**src/rtl/tmtc_pkg.sv**
```systemverilog
// Package: register map, bit positions and constants of the timer block
`default_nettype none
package tmtc_pkg;
  // Register addresses on the special function register port
  localparam logic [7:0] ADDR_TIMER_CONTROL_REG = 8'h88;
  localparam logic [7:0] ADDR_TIMER_MODE_REG    = 8'h89;
  localparam logic [7:0] ADDR_T0_LOW_BYTE       = 8'h8a;
  localparam logic [7:0] ADDR_T1_LOW_BYTE       = 8'h8b;
  localparam logic [7:0] ADDR_T0_HIGH_BYTE      = 8'h8c;
  localparam logic [7:0] ADDR_T1_HIGH_BYTE      = 8'h8d;
  localparam logic [7:0] ADDR_TIMER2_CONTROL    = 8'hc8;
  localparam logic [7:0] ADDR_TIMER2_MODE       = 8'hc9;
  localparam logic [7:0] ADDR_T2_CAPTURE_LOW    = 8'hca;
  localparam logic [7:0] ADDR_T2_CAPTURE_HIGH   = 8'hcb;
  localparam logic [7:0] ADDR_T2_COUNT_LOW      = 8'hcc;
  localparam logic [7:0] ADDR_T2_COUNT_HIGH     = 8'hcd;
  // Timer control register bits
  localparam int BIT_T1_OVF = 7;
  localparam int BIT_T1_RUN = 6;
  localparam int BIT_T0_OVF = 5;
  localparam int BIT_T0_RUN = 4;
  // Timer mode register bits
  localparam int BIT_T1_GATE     = 7;
  localparam int BIT_T1_COUNTER  = 6;
  localparam int BIT_T1_MODE_LSB = 4;
  localparam int BIT_T0_GATE     = 3;
  localparam int BIT_T0_COUNTER  = 2;
  localparam int BIT_T0_MODE_LSB = 0;
  // Timer 2 control register bits
  localparam int BIT_T2_OVF      = 7;
  localparam int BIT_T2_EXT_FLAG = 6;
  localparam int BIT_RX_CLK_SEL  = 5;
  localparam int BIT_TX_CLK_SEL  = 4;
  localparam int BIT_T2_EXT_EN   = 3;
  localparam int BIT_T2_RUN      = 2;
  localparam int BIT_T2_COUNTER  = 1;
  localparam int BIT_CAP_RELOAD  = 0;
  // Timer 2 mode register bits
  localparam int BIT_T2_OUT_EN   = 1;
  localparam int BIT_DOWN_EN     = 0;
  // Reset values and the all-ones count
  localparam logic [7:0]  RST_BYTE      = 8'h00;
  localparam logic [1:0]  RST_T2_MODE   = 2'h0;
  localparam logic        RST_PORT_BIT  = 1'b1;
  localparam logic [15:0] COUNT_ALL_ONE = 16'hffff;
  // Clocks per machine cycle
  localparam int MCYCLE_CLKS = 12;
  // Timer 0/1 operating modes, encoded 00..11 in declaration order
  typedef enum logic [1:0] {
    MODE_13BIT,
    MODE_16BIT,
    MODE_8BIT_RELOAD,
    MODE_SPLIT
  } tmtc_mode_t;
endpackage : tmtc_pkg
`default_nettype wire

```
**src/rtl/tmtc_sync.sv**
```systemverilog
// Two-stage synchroniser for one pin, with a falling edge pulse
`default_nettype none
module tmtc_sync (
  input  wire logic ref_clk,
  input  wire logic sys_rst,
  input  wire logic pin_in,
  output logic      level_out,
  output logic      fall_out
);
  logic meta_ff;   // First stage, read only by the second
  logic sync_ff;   // Second stage, safe to use
  logic prev_ff;   // Delayed copy for edge detection

  // Pins idle high, so reset to one to avoid a false edge
  always_ff @(posedge ref_clk or posedge sys_rst)
  begin
    if (sys_rst)
    begin
      meta_ff <= 1'b1;
      sync_ff <= 1'b1;
      prev_ff <= 1'b1;
    end
    else
    begin
      meta_ff <= pin_in;
      sync_ff <= meta_ff;
      prev_ff <= sync_ff;
    end
  end

  assign level_out = sync_ff;
  assign fall_out  = prev_ff & ~sync_ff;
endmodule : tmtc_sync
`default_nettype wire

```
**src/rtl/tmtc_top.sv**
```systemverilog
// Timer 0/1 modes and timer 2 control logic behind the SFR port
`default_nettype none
module tmtc_top
  import tmtc_pkg::*;
#(
  parameter int MCYCLE_CLKS_P = tmtc_pkg::MCYCLE_CLKS
) (
  input  wire logic       REF_CLK,
  input  wire logic       SYS_RST,
  input  wire logic [7:0] SFR_ADDR,
  input  wire logic [7:0] SFR_WDATA,
  input  wire logic       SFR_WR,
  input  wire logic       SFR_RD,
  output logic      [7:0] SFR_RDATA,
  input  wire logic       T0_INT_ACK,
  input  wire logic       T1_INT_ACK,
  input  wire logic       T2_INT_ENABLE,
  input  wire logic [1:0] SERIAL_MODE,
  input  wire logic       EXT_INTERRUPT_ZERO_INPUT,
  input  wire logic       EXT_INTERRUPT_ONE_INPUT,
  input  wire logic       T0_COUNT_PIN,
  input  wire logic       T1_COUNT_PIN,
  input  wire logic       T2_COUNT_PIN,
  input  wire logic       T2_TRIGGER_PIN,
  output logic            T0_OVERFLOW_FLAG,
  output logic            T1_OVERFLOW_FLAG,
  output logic            T2_IRQ,
  output logic            RX_BAUD_TICK,
  output logic            TX_BAUD_TICK,
  output logic            PORT1_BIT0
);
  import tmtc_pkg::*;

  // Refuse a prescaler that cannot divide
  if (MCYCLE_CLKS_P < 1 || MCYCLE_CLKS_P > 255)
  begin : g_bad_param
    $error("MCYCLE_CLKS_P must be 1 to 255");
  end

  localparam int NPIN = 6;
  localparam logic [7:0] PRESC_LAST = 8'(MCYCLE_CLKS_P - 1);

  logic [NPIN-1:0] pin_raw;    // Pins in fixed order
  logic [NPIN-1:0] pin_lvl;    // Synchronised levels
  logic [NPIN-1:0] pin_fall;   // One-cycle falling edge pulses

  logic [7:0]  timer_control_reg_ff;        // Timer control register
  logic [7:0]  timer_mode_reg_ff;        // Timer mode register
  logic [7:0]  tl0_ff;         // Timer 0 low byte
  logic [7:0]  th0_ff;         // Timer 0 high byte
  logic [7:0]  tl1_ff;         // Timer 1 low byte
  logic [7:0]  th1_ff;         // Timer 1 high byte
  logic [7:0]  timer2_control_ff;       // Timer 2 control register
  logic [1:0]  timer2_mode_ff;       // Timer 2 mode register, two live bits
  logic [15:0] rcap_ff;        // Timer 2 capture / reload value
  logic [15:0] cnt2_ff;        // Timer 2 count
  logic [15:0] nxt_cnt2;       // Next timer 2 count
  logic [7:0]  rdata_ff;       // Read data holding register
  logic [7:0]  nxt_rdata;      // Read mux output
  logic [7:0]  presc_ff;       // Machine cycle prescaler
  logic        irq2_ff;        // Registered timer 2 request
  logic        rx_tick_ff;     // Registered receive baud tick
  logic        tx_tick_ff;     // Registered transmit baud tick
  logic        port_bit_ff;    // Port 1 bit 0 output latch

  // Pin order: ext_interrupt_zero_input, int1, t0, t1, t2 count, t2 trigger
  assign pin_raw = {T2_TRIGGER_PIN, T2_COUNT_PIN, T1_COUNT_PIN,
                    T0_COUNT_PIN, EXT_INTERRUPT_ONE_INPUT,
                    EXT_INTERRUPT_ZERO_INPUT};

  // One synchroniser per pin; pins come from outside this clock
  for (genvar i = 0; i < NPIN; i++)
  begin : g_sync
    tmtc_sync u_sync (
      .ref_clk   (REF_CLK),
      .sys_rst   (SYS_RST),
      .pin_in    (pin_raw[i]),
      .level_out (pin_lvl[i]),
      .fall_out  (pin_fall[i])
    );
  end

  // Write strobes, one per register
  logic wr_timer_control_reg, wr_timer_mode_reg, wr_tl0, wr_th0, wr_tl1, wr_th1;
  logic wr_timer2_control, wr_timer2_mode, wr_rcl, wr_rch, wr_tl2, wr_th2;
  assign wr_timer_control_reg  = SFR_WR && SFR_ADDR == ADDR_TIMER_CONTROL_REG;
  assign wr_timer_mode_reg  = SFR_WR && SFR_ADDR == ADDR_TIMER_MODE_REG;
  assign wr_tl0   = SFR_WR && SFR_ADDR == ADDR_T0_LOW_BYTE;
  assign wr_th0   = SFR_WR && SFR_ADDR == ADDR_T0_HIGH_BYTE;
  assign wr_tl1   = SFR_WR && SFR_ADDR == ADDR_T1_LOW_BYTE;
  assign wr_th1   = SFR_WR && SFR_ADDR == ADDR_T1_HIGH_BYTE;
  assign wr_timer2_control = SFR_WR && SFR_ADDR == ADDR_TIMER2_CONTROL;
  assign wr_timer2_mode = SFR_WR && SFR_ADDR == ADDR_TIMER2_MODE;
  assign wr_rcl   = SFR_WR && SFR_ADDR == ADDR_T2_CAPTURE_LOW;
  assign wr_rch   = SFR_WR && SFR_ADDR == ADDR_T2_CAPTURE_HIGH;
  assign wr_tl2   = SFR_WR && SFR_ADDR == ADDR_T2_COUNT_LOW;
  assign wr_th2   = SFR_WR && SFR_ADDR == ADDR_T2_COUNT_HIGH;

  // Machine cycle tick from the prescaler
  logic mtick;
  assign mtick = presc_ff == PRESC_LAST;

  always_ff @(posedge REF_CLK or posedge SYS_RST)
  begin
    if (SYS_RST)
      presc_ff <= RST_BYTE;
    else if (mtick)
      presc_ff <= RST_BYTE;
    else
      presc_ff <= presc_ff + 8'h01;
  end

  // One count step for timer 0 or 1; returns {overflow, high, low}
  function automatic logic [16:0] step(input tmtc_mode_t md,
                                       input logic [7:0] lo,
                                       input logic [7:0] hi);
    logic [5:0]  lo5;
    logic [16:0] full;
    lo5  = {1'b0, lo[4:0]} + 6'h01;
    full = {1'b0, hi, lo} + 17'h0_0001;
    step = {1'b0, hi, lo};
    unique case (md)
      MODE_13BIT:        // Top three low bits left as they are
        step = {lo5[5] && hi == 8'hff, hi + {7'h00, lo5[5]},
                lo[7:5], lo5[4:0]};
      MODE_16BIT:        // Plain sixteen bit wrap
        step = full;
      MODE_8BIT_RELOAD:  // Low byte reloads from the high byte
        step = {lo == 8'hff, hi, (lo == 8'hff) ? hi : lo + 8'h01};
      MODE_SPLIT:        // Low byte alone; high handled apart
        step = {lo == 8'hff, hi, lo + 8'h01};
    endcase
  endfunction : step

  // Mode fields, two bits each, encoded 00 to 11
  tmtc_mode_t t0_mode, t1_mode;
  assign t0_mode = tmtc_mode_t'(timer_mode_reg_ff[BIT_T0_MODE_LSB +: 2]);
  assign t1_mode = tmtc_mode_t'(timer_mode_reg_ff[BIT_T1_MODE_LSB +: 2]);

  // Timer 0 low part enable: run and (no gate or ext_interrupt_zero_input high)
  logic t0_tick, th0_tick, t1_run, t1_tick, t0_split;
  logic [16:0] t0_step, t1_step;
  logic t0_ovf, th0_ovf, t1_ovf;
  assign t0_split = t0_mode == MODE_SPLIT;
  assign t0_tick  = timer_control_reg_ff[BIT_T0_RUN]
                    && (!timer_mode_reg_ff[BIT_T0_GATE] || pin_lvl[0])
                    && (timer_mode_reg_ff[BIT_T0_COUNTER] ? pin_fall[2] : mtick);
  // High byte in split mode: machine cycles under timer 1 run bit
  assign th0_tick = t0_split && timer_control_reg_ff[BIT_T1_RUN] && mtick;
  // Timer 1 loses its run bit to timer 0 in split mode, and then
  // runs whenever it is out of its own mode 3
  assign t1_run   = t0_split ? 1'b1
                    : timer_control_reg_ff[BIT_T1_RUN]
                      && (!timer_mode_reg_ff[BIT_T1_GATE] || pin_lvl[1]);
  assign t1_tick  = t1_run && t1_mode != MODE_SPLIT
                    && (timer_mode_reg_ff[BIT_T1_COUNTER] ? pin_fall[3] : mtick);
  assign t0_step  = step(t0_mode, tl0_ff, th0_ff);
  assign t1_step  = step(t1_mode, tl1_ff, th1_ff);
  assign t0_ovf   = t0_tick && t0_step[16];
  assign th0_ovf  = th0_tick && th0_ff == 8'hff;
  assign t1_ovf   = t1_tick && t1_step[16];

  // Timer 0 count bytes; a write wins over a count step, and the
  // run bit itself never touches the count
  always_ff @(posedge REF_CLK or posedge SYS_RST)
  begin
    if (SYS_RST)
    begin
      tl0_ff <= RST_BYTE;
      th0_ff <= RST_BYTE;
    end
    else
    begin
      if (wr_tl0)
        tl0_ff <= SFR_WDATA;
      else if (t0_tick)
        tl0_ff <= t0_step[7:0];
      if (wr_th0)
        th0_ff <= SFR_WDATA;
      else if (th0_tick)
        th0_ff <= th0_ff + 8'h01;
      else if (t0_tick && !t0_split)
        th0_ff <= t0_step[15:8];
    end
  end

  // Timer 1 count bytes, held while its mode is 3
  always_ff @(posedge REF_CLK or posedge SYS_RST)
  begin
    if (SYS_RST)
    begin
      tl1_ff <= RST_BYTE;
      th1_ff <= RST_BYTE;
    end
    else
    begin
      if (wr_tl1)
        tl1_ff <= SFR_WDATA;
      else if (t1_tick)
        tl1_ff <= t1_step[7:0];
      if (wr_th1)
        th1_ff <= SFR_WDATA;
      else if (t1_tick)
        th1_ff <= t1_step[15:8];
    end
  end

  // Timer mode register, plain storage
  always_ff @(posedge REF_CLK or posedge SYS_RST)
  begin
    if (SYS_RST)
      timer_mode_reg_ff <= RST_BYTE;
    else if (wr_timer_mode_reg)
      timer_mode_reg_ff <= SFR_WDATA;
  end

  // Timer control: later assignments win, so a set beats both the
  // vectoring clear and a software write in the same cycle
  always_ff @(posedge REF_CLK or posedge SYS_RST)
  begin
    if (SYS_RST)
      timer_control_reg_ff <= RST_BYTE;
    else
    begin
      if (wr_timer_control_reg)
        timer_control_reg_ff <= SFR_WDATA;
      if (T0_INT_ACK)
        timer_control_reg_ff[BIT_T0_OVF] <= 1'b0;
      if (T1_INT_ACK)
        timer_control_reg_ff[BIT_T1_OVF] <= 1'b0;
      if (t0_ovf)
        timer_control_reg_ff[BIT_T0_OVF] <= 1'b1;
      // Split mode hands the timer 1 flag to timer 0 high byte
      if (t0_split ? th0_ovf : t1_ovf)
        timer_control_reg_ff[BIT_T1_OVF] <= 1'b1;
    end
  end

  // Timer 2 control decode
  logic baud, t2_down, t2_tick, t2_wrap, ext_evt, ext_act, cap_mode;
  assign baud     = timer2_control_ff[BIT_RX_CLK_SEL] || timer2_control_ff[BIT_TX_CLK_SEL];
  assign cap_mode = timer2_control_ff[BIT_CAP_RELOAD] && !baud;
  // Direction follows the trigger pin only in reload mode
  assign t2_down  = timer2_mode_ff[BIT_DOWN_EN] && !cap_mode && !baud
                    && !pin_lvl[5];
  assign t2_tick  = timer2_control_ff[BIT_T2_RUN]
                    && (timer2_control_ff[BIT_T2_COUNTER] ? pin_fall[4] : mtick);
  assign t2_wrap  = t2_tick
                    && cnt2_ff == (t2_down ? rcap_ff : COUNT_ALL_ONE);
  // Trigger edges are dropped while timer 2 clocks the serial port
  assign ext_evt  = pin_fall[5] && timer2_control_ff[BIT_T2_EXT_EN] && !baud;
  // In up/down mode edges steer direction instead of reloading
  assign ext_act  = ext_evt && (cap_mode || !timer2_mode_ff[BIT_DOWN_EN]);

  // Next timer 2 count
  always_comb
  begin
    nxt_cnt2 = cnt2_ff;
    if (t2_tick)
    begin
      if (t2_wrap)
        nxt_cnt2 = cap_mode ? 16'h0000
                 : (t2_down ? COUNT_ALL_ONE : rcap_ff);
      else if (t2_down)
        nxt_cnt2 = cnt2_ff - 16'h0001;
      else
        nxt_cnt2 = cnt2_ff + 16'h0001;
    end
    if (ext_act && !cap_mode)
      nxt_cnt2 = rcap_ff;
    if (wr_tl2)
      nxt_cnt2[7:0] = SFR_WDATA;
    if (wr_th2)
      nxt_cnt2[15:8] = SFR_WDATA;
  end

  // Timer 2 count and capture registers
  always_ff @(posedge REF_CLK or posedge SYS_RST)
  begin
    if (SYS_RST)
    begin
      cnt2_ff <= {RST_BYTE, RST_BYTE};
      rcap_ff <= {RST_BYTE, RST_BYTE};
    end
    else
    begin
      cnt2_ff <= nxt_cnt2;
      if (ext_act && cap_mode)
        rcap_ff <= cnt2_ff;
      if (wr_rcl)
        rcap_ff[7:0] <= SFR_WDATA;
      if (wr_rch)
        rcap_ff[15:8] <= SFR_WDATA;
    end
  end

  // Timer 2 control and mode registers; flags set over writes
  always_ff @(posedge REF_CLK or posedge SYS_RST)
  begin
    if (SYS_RST)
    begin
      timer2_control_ff <= RST_BYTE;
      timer2_mode_ff <= RST_T2_MODE;
    end
    else
    begin
      if (wr_timer2_control)
        timer2_control_ff <= SFR_WDATA;
      if (wr_timer2_mode)
        timer2_mode_ff <= SFR_WDATA[1:0];
      if (t2_wrap && !baud)
        timer2_control_ff[BIT_T2_OVF] <= 1'b1;
      if (ext_act)
        timer2_control_ff[BIT_T2_EXT_FLAG] <= 1'b1;
    end
  end

  // Timer 2 request, baud ticks and port toggle
  always_ff @(posedge REF_CLK or posedge SYS_RST)
  begin
    if (SYS_RST)
    begin
      irq2_ff     <= 1'b0;
      rx_tick_ff  <= 1'b0;
      tx_tick_ff  <= 1'b0;
      port_bit_ff <= RST_PORT_BIT;
    end
    else
    begin
      irq2_ff <= T2_INT_ENABLE && (timer2_control_ff[BIT_T2_OVF]
                 || (timer2_control_ff[BIT_T2_EXT_FLAG]
                     && !timer2_mode_ff[BIT_DOWN_EN]));
      // Only serial modes 1 and 3 take a timer baud clock
      rx_tick_ff <= SERIAL_MODE[0] && (timer2_control_ff[BIT_RX_CLK_SEL]
                    ? t2_wrap : t1_ovf);
      tx_tick_ff <= SERIAL_MODE[0] && (timer2_control_ff[BIT_TX_CLK_SEL]
                    ? t2_wrap : t1_ovf);
      if (timer2_mode_ff[BIT_T2_OUT_EN] && t2_wrap)
        port_bit_ff <= ~port_bit_ff;
    end
  end

  // Read mux; unmapped addresses read as zero
  always_comb
  begin
    unique case (SFR_ADDR)
      ADDR_TIMER_CONTROL_REG: nxt_rdata = timer_control_reg_ff;
      ADDR_TIMER_MODE_REG:    nxt_rdata = timer_mode_reg_ff;
      ADDR_T0_LOW_BYTE:       nxt_rdata = tl0_ff;
      ADDR_T1_LOW_BYTE:       nxt_rdata = tl1_ff;
      ADDR_T0_HIGH_BYTE:      nxt_rdata = th0_ff;
      ADDR_T1_HIGH_BYTE:      nxt_rdata = th1_ff;
      ADDR_TIMER2_CONTROL:    nxt_rdata = timer2_control_ff;
      ADDR_TIMER2_MODE:       nxt_rdata = {6'h00, timer2_mode_ff};
      ADDR_T2_CAPTURE_LOW:    nxt_rdata = rcap_ff[7:0];
      ADDR_T2_CAPTURE_HIGH:   nxt_rdata = rcap_ff[15:8];
      ADDR_T2_COUNT_LOW:      nxt_rdata = cnt2_ff[7:0];
      ADDR_T2_COUNT_HIGH:     nxt_rdata = cnt2_ff[15:8];
      default:                nxt_rdata = RST_BYTE;
    endcase
  end

  // Read data register; holds until the next read
  always_ff @(posedge REF_CLK or posedge SYS_RST)
  begin
    if (SYS_RST)
      rdata_ff <= RST_BYTE;
    else if (SFR_RD)
      rdata_ff <= nxt_rdata;
  end

  assign SFR_RDATA        = rdata_ff;
  assign T0_OVERFLOW_FLAG = timer_control_reg_ff[BIT_T0_OVF];
  assign T1_OVERFLOW_FLAG = timer_control_reg_ff[BIT_T1_OVF];
  assign T2_IRQ           = irq2_ff;
  assign RX_BAUD_TICK     = rx_tick_ff;
  assign TX_BAUD_TICK     = tx_tick_ff;
  assign PORT1_BIT0       = port_bit_ff;
endmodule : tmtc_top
`default_nettype wire

```
**config.mk**
```make
export PLATFORM = sky130hd
export DESIGN_NAME = tmtc_top
export DESIGN_NICKNAME = d
export VERILOG_FILES = /design/src/rtl/tmtc_pkg.sv /design/src/rtl/tmtc_sync.sv /design/src/rtl/tmtc_top.sv
export SDC_FILE = /design/constraint.sdc
export NUM_CORES = 1
export LEC_CHECK = 0
export BUFFER_PORTS_ARGS = -buffer_cell sky130_fd_sc_hd__buf_4
export CAP_MARGIN = 20
export CORE_MARGIN = 8
export CORE_UTILIZATION = 50
export CTS_BUF_LIST = sky130_fd_sc_hd__clkbuf_4
export DETAILED_ROUTE_END_ITERATION = 10
export MAX_ROUTING_LAYER = met4
export PLACE_DENSITY = 0.69
export SYNTH_ARGS = -nofsm -noshare
export SYNTH_HDL_FRONTEND = slang
export SYNTH_SLANG_ARGS = --single-unit
```
**constraint.sdc**
```tcl
create_clock -name REF_CLK -period 9.1 [get_ports REF_CLK]
set_clock_uncertainty 0.15 [all_clocks]
set_input_delay 1.82 -clock REF_CLK [delete_from_list [all_inputs] [get_ports REF_CLK]]
set_output_delay 1.82 -clock REF_CLK [all_outputs]
set_load 0.1 [all_outputs]
```
==> summary.txt <==
Drt
  • Number of vias per cell: 6.61
  • DRT Pass-1 Iters: 6
  • Detail Route met2 WL: 12200 µm
  • Number of routed nets with antenna violations: 0
  • Via count of the routed design: ~8200
  • Met3 wire len: 2890 µm
  • Total Wirelength: 27800 µm
  • DRC: 0
  • Initial drt markers: 1005
  • Wl on met1: 11700 µm
  • Highest Signal Layer: met4
  • Drt wl/cell: 22.5 µm

Yosys
  • Synth Area in Compound Gates: 22.3%
  • Synthesized area per cell: 8.52 µm²
  • Seq cells post-synth: 126
  • Post-synth top cells: dfrtp_1 (109), nand2_1 (102), nor2_1 (92)
  • Largest family of logic cells by synthesized area: compound AO/OA/AOI/OAI gates
  • Synth Area in Simple Gates: 21.4%
  • Number of flops mapped to enable cells by yosys: 0
  • XOR/XNOR Fraction of Synth Area: 4.08%
  • Syn Inst Count: approximately 1000
  • Top FF cell, synth: dfrtp_1
  • Unique masters post-synth: 80
  • Mapped Area: 8580 µm²
  • Synth warn: 0
  • Area share of the largest cell type after synthesis: between 30% and 40%
  • Register area share after synthesis: 37.0%
  • Async SR Flop Fraction: 100%
  • Adder-Cell Fraction of Synth Area: 1.31%
  • Post-synthesis mux area share: 8.99%
  • Area contributors post-synth: dfrtp_1 (32%), dfstp_2 (5.2%), a21oi_1 (4.6%), nand2_1 (4.5%), mux2i_1 (4.1%)
  • Most common cell in the netlist: dfrtp_1
  • Area leader, netlist: dfrtp_1
  • Post-synth net total: about 1000

CTS
  • Worst-Skew Late Latency: 0.57 ns
  • CTS root buffer: clkbuf_4
  • CTS clk-pin slew, worst paths: 0.14 ns
  • Num Clock Sinks: around 130
  • Post-CTS sizing: 0
  • CTS tree: done
  • CTS Buf Count: 17
  • Setup repair bufs after CTS: 0
  • Hold buffers post-CTS: 0
  • Max Buffers Root-to-Sink: 2
  • # H-tree levels: 4

Floorplanning
  • Core Region: ~17000 µm²
  • Standard-cell rows: 48
  • Initial Utilization: 50.3%
  • Die Ht: between 100 and 150 µm
  • IO Pins: 45
  • Die width: about 150 µm
  • DIE AREA: 21600 µm²

Status
  • Outcome: finished, final reports clean

Global route
  • Vias in the first global route: 7534
  • Gr ovfl total: 0
  • Antenna violations before repair: 1
  • First-pass GRT wire length: 42900 µm
  • Gr usage total: between 20% and 30%
  • Pin count of the biggest net entering global routing: 81

Finish
  • Final Cell Area: 9220 µm²
  • Synth-to-layout area growth: 7.45%
  • Fin nets: 1035
  • Finished Layout Cells: ~1200
  • Final core occ: 54.0%
  • Share of layout cells above drive strength 1: between 10% and 20%

Pwr
  • Lkg Pwr: 3.88 nW
  • Peak VDD IR: 0.113 mV
  • PwrDens: 187 nW/µm²
  • Total power: 1.72 mW

Timing
  • Slew Viols, Final: 0
  • Fmax: 228 MHz
  • Fin crit share: between 40% and 50%
  • Final min period: 4.38 ns
  • RSZ-0062 raised after global routing: no
  • TNS Setup: 0 ns
  • Rel. slew slack: 31.7%
  • Final hold violation count: 0
  • Worst Tran Pin Value: approximately 1.0 ns
  • Setup Viol. Count Final: 0

Place
  • Placed cell areas: roughly 8900 µm²
  • # port buffers: 43
  • Placer Congestion: 0.923
  • Final HPWL DP: 19000 µm
  • Placed cells: 1201

Setup path
  • Data required, critical path: around 9.5 ns
  • Setup crit end kind: register
  • Critical Path AT: between 4 and 5 ns
  • Crit path launch type: register
  • Critical path type: register to register
  • Crit path max fanout: 18

Hold path
  • HP Class: register to register

Flow run
  • Max_cap viols: 0
routing by layer:
layer	track usage, %	vias up
li1	-	3710
met1	35.3	3853
met2	37.6	501
met3	5.66	95
met4	10.3	0
met5	-	-
critical path: stages (launching register included):
cell and delay, ns:
dfrtp_1 0.53, or4b_1 0.75, nor2_2 0.73, xnor2_1 0.14
ha_1 0.28, or4_1 0.43, or4_1 0.47, o31ai_1 0.26
xor2_1 0.22, o211ai_1 0.12, a21oi_1 0.21
cell type report:
class	instances	area, µm²
repair buffers	49	368
diodes	1	2.50
well taps	225	282
clock buffers	17	128
inverters	25	98.8
flip-flops and latches	126	3170
clock inverters	15	170
fillers	1591	7840
multi-input cells	776	4990
flip-flops by register name, summed over array words and instances (netlist names), 8 cells and up:
signal and flops:
cnt2_ff 16, rcap_ff 16, SFR_RDATA 8, presc_ff 8
th0_ff 8, th1_ff 8, timer2_control_ff 8, timer_control_reg_ff 8
timer_mode_reg_ff 8, tl0_ff 8, tl1_ff 8
report_power, final:
group          switching (mW)  total [mW]  internal (mW)
logic                   0.294       0.515          0.220
clock network           0.255       0.427          0.171
registers               0.159       0.779          0.620
through the flow:
stage | setup slack [ns] | hold WS [ns]
floorplan | 3.80 | 0.195
global placement | 4.56 | 0.195
detailed placement | 4.51 | 0.198
CTS | 4.79 | 0.199
global route | 4.52 | 0.207
finish | 4.72 | 0.213
path summary, 6_finish.rpt:
path / from / endpoint / slack, ns / cells after the start
setup / recovery: timer2_control_ff[4] / cnt2_ff[8] / 4.72 / 10
hold / removal: g_sync[0].u_sync.meta_ff / g_sync[0].u_sync.level_out / 0.21 / 0
setup reg to reg: timer2_control_ff[4] / cnt2_ff[8] / 4.72 / 10
hold reg to reg: g_sync[0].u_sync.meta_ff / g_sync[0].u_sync.level_out / 0.21 / 0
max in group asynchronous: SYS_RST / tl1_ff[0] / 6.46 / 3
min in group asynchronous: SYS_RST / th0_ff[6] / 1.19 / 2
cells by family (layout without fill, tap and decap cells):
family,Yosys count,count (layout)
adders and majority gates,9,9
buffers and inverters,105,106
AOI/OAI and AO/OA,291,291
muxes,69,69
and+or+nand+nor,367,367
xor gates and xnor gates,40,40
other,0,1
DFF,126,126
placed cells by master, fill, tap and decap left out, types with 8 or more instances in the layout:
cell type / synthesis / layout
nand2b_1: 11 / 11
ha_1: 9 / 9
a31oi_1: 19 / 19
and3_1: 12 / 12
a22o_1: 11 / 11
o22ai_1: 10 / 10
o21ai_0: 62 / 62
a22oi_1: 18 / 18
nor2b_1: 9 / 9
nand2_1: 102 / 102
nand3_1: 44 / 44
dfrtp_1: 109 / 109
nor3_1: 27 / 27
mux2_2: 30 / 30
dfstp_2: 17 / 17
xnor2_1: 25 / 25
inv_1: 25 / 24
xor2_1: 15 / 15
a21oi_1: 79 / 79
nand4_1: 13 / 13
mux2i_1: 35 / 35
a211oi_1: 10 / 10
o221ai_1: 8 / 8
buf_4: 1 / 49
o31ai_1: 8 / 8
inv_6: 0 / 9
nor2_1: 92 / 92
clkbuf_4: 0 / 17
Note: power is estimated with default switching activity, not from simulation.
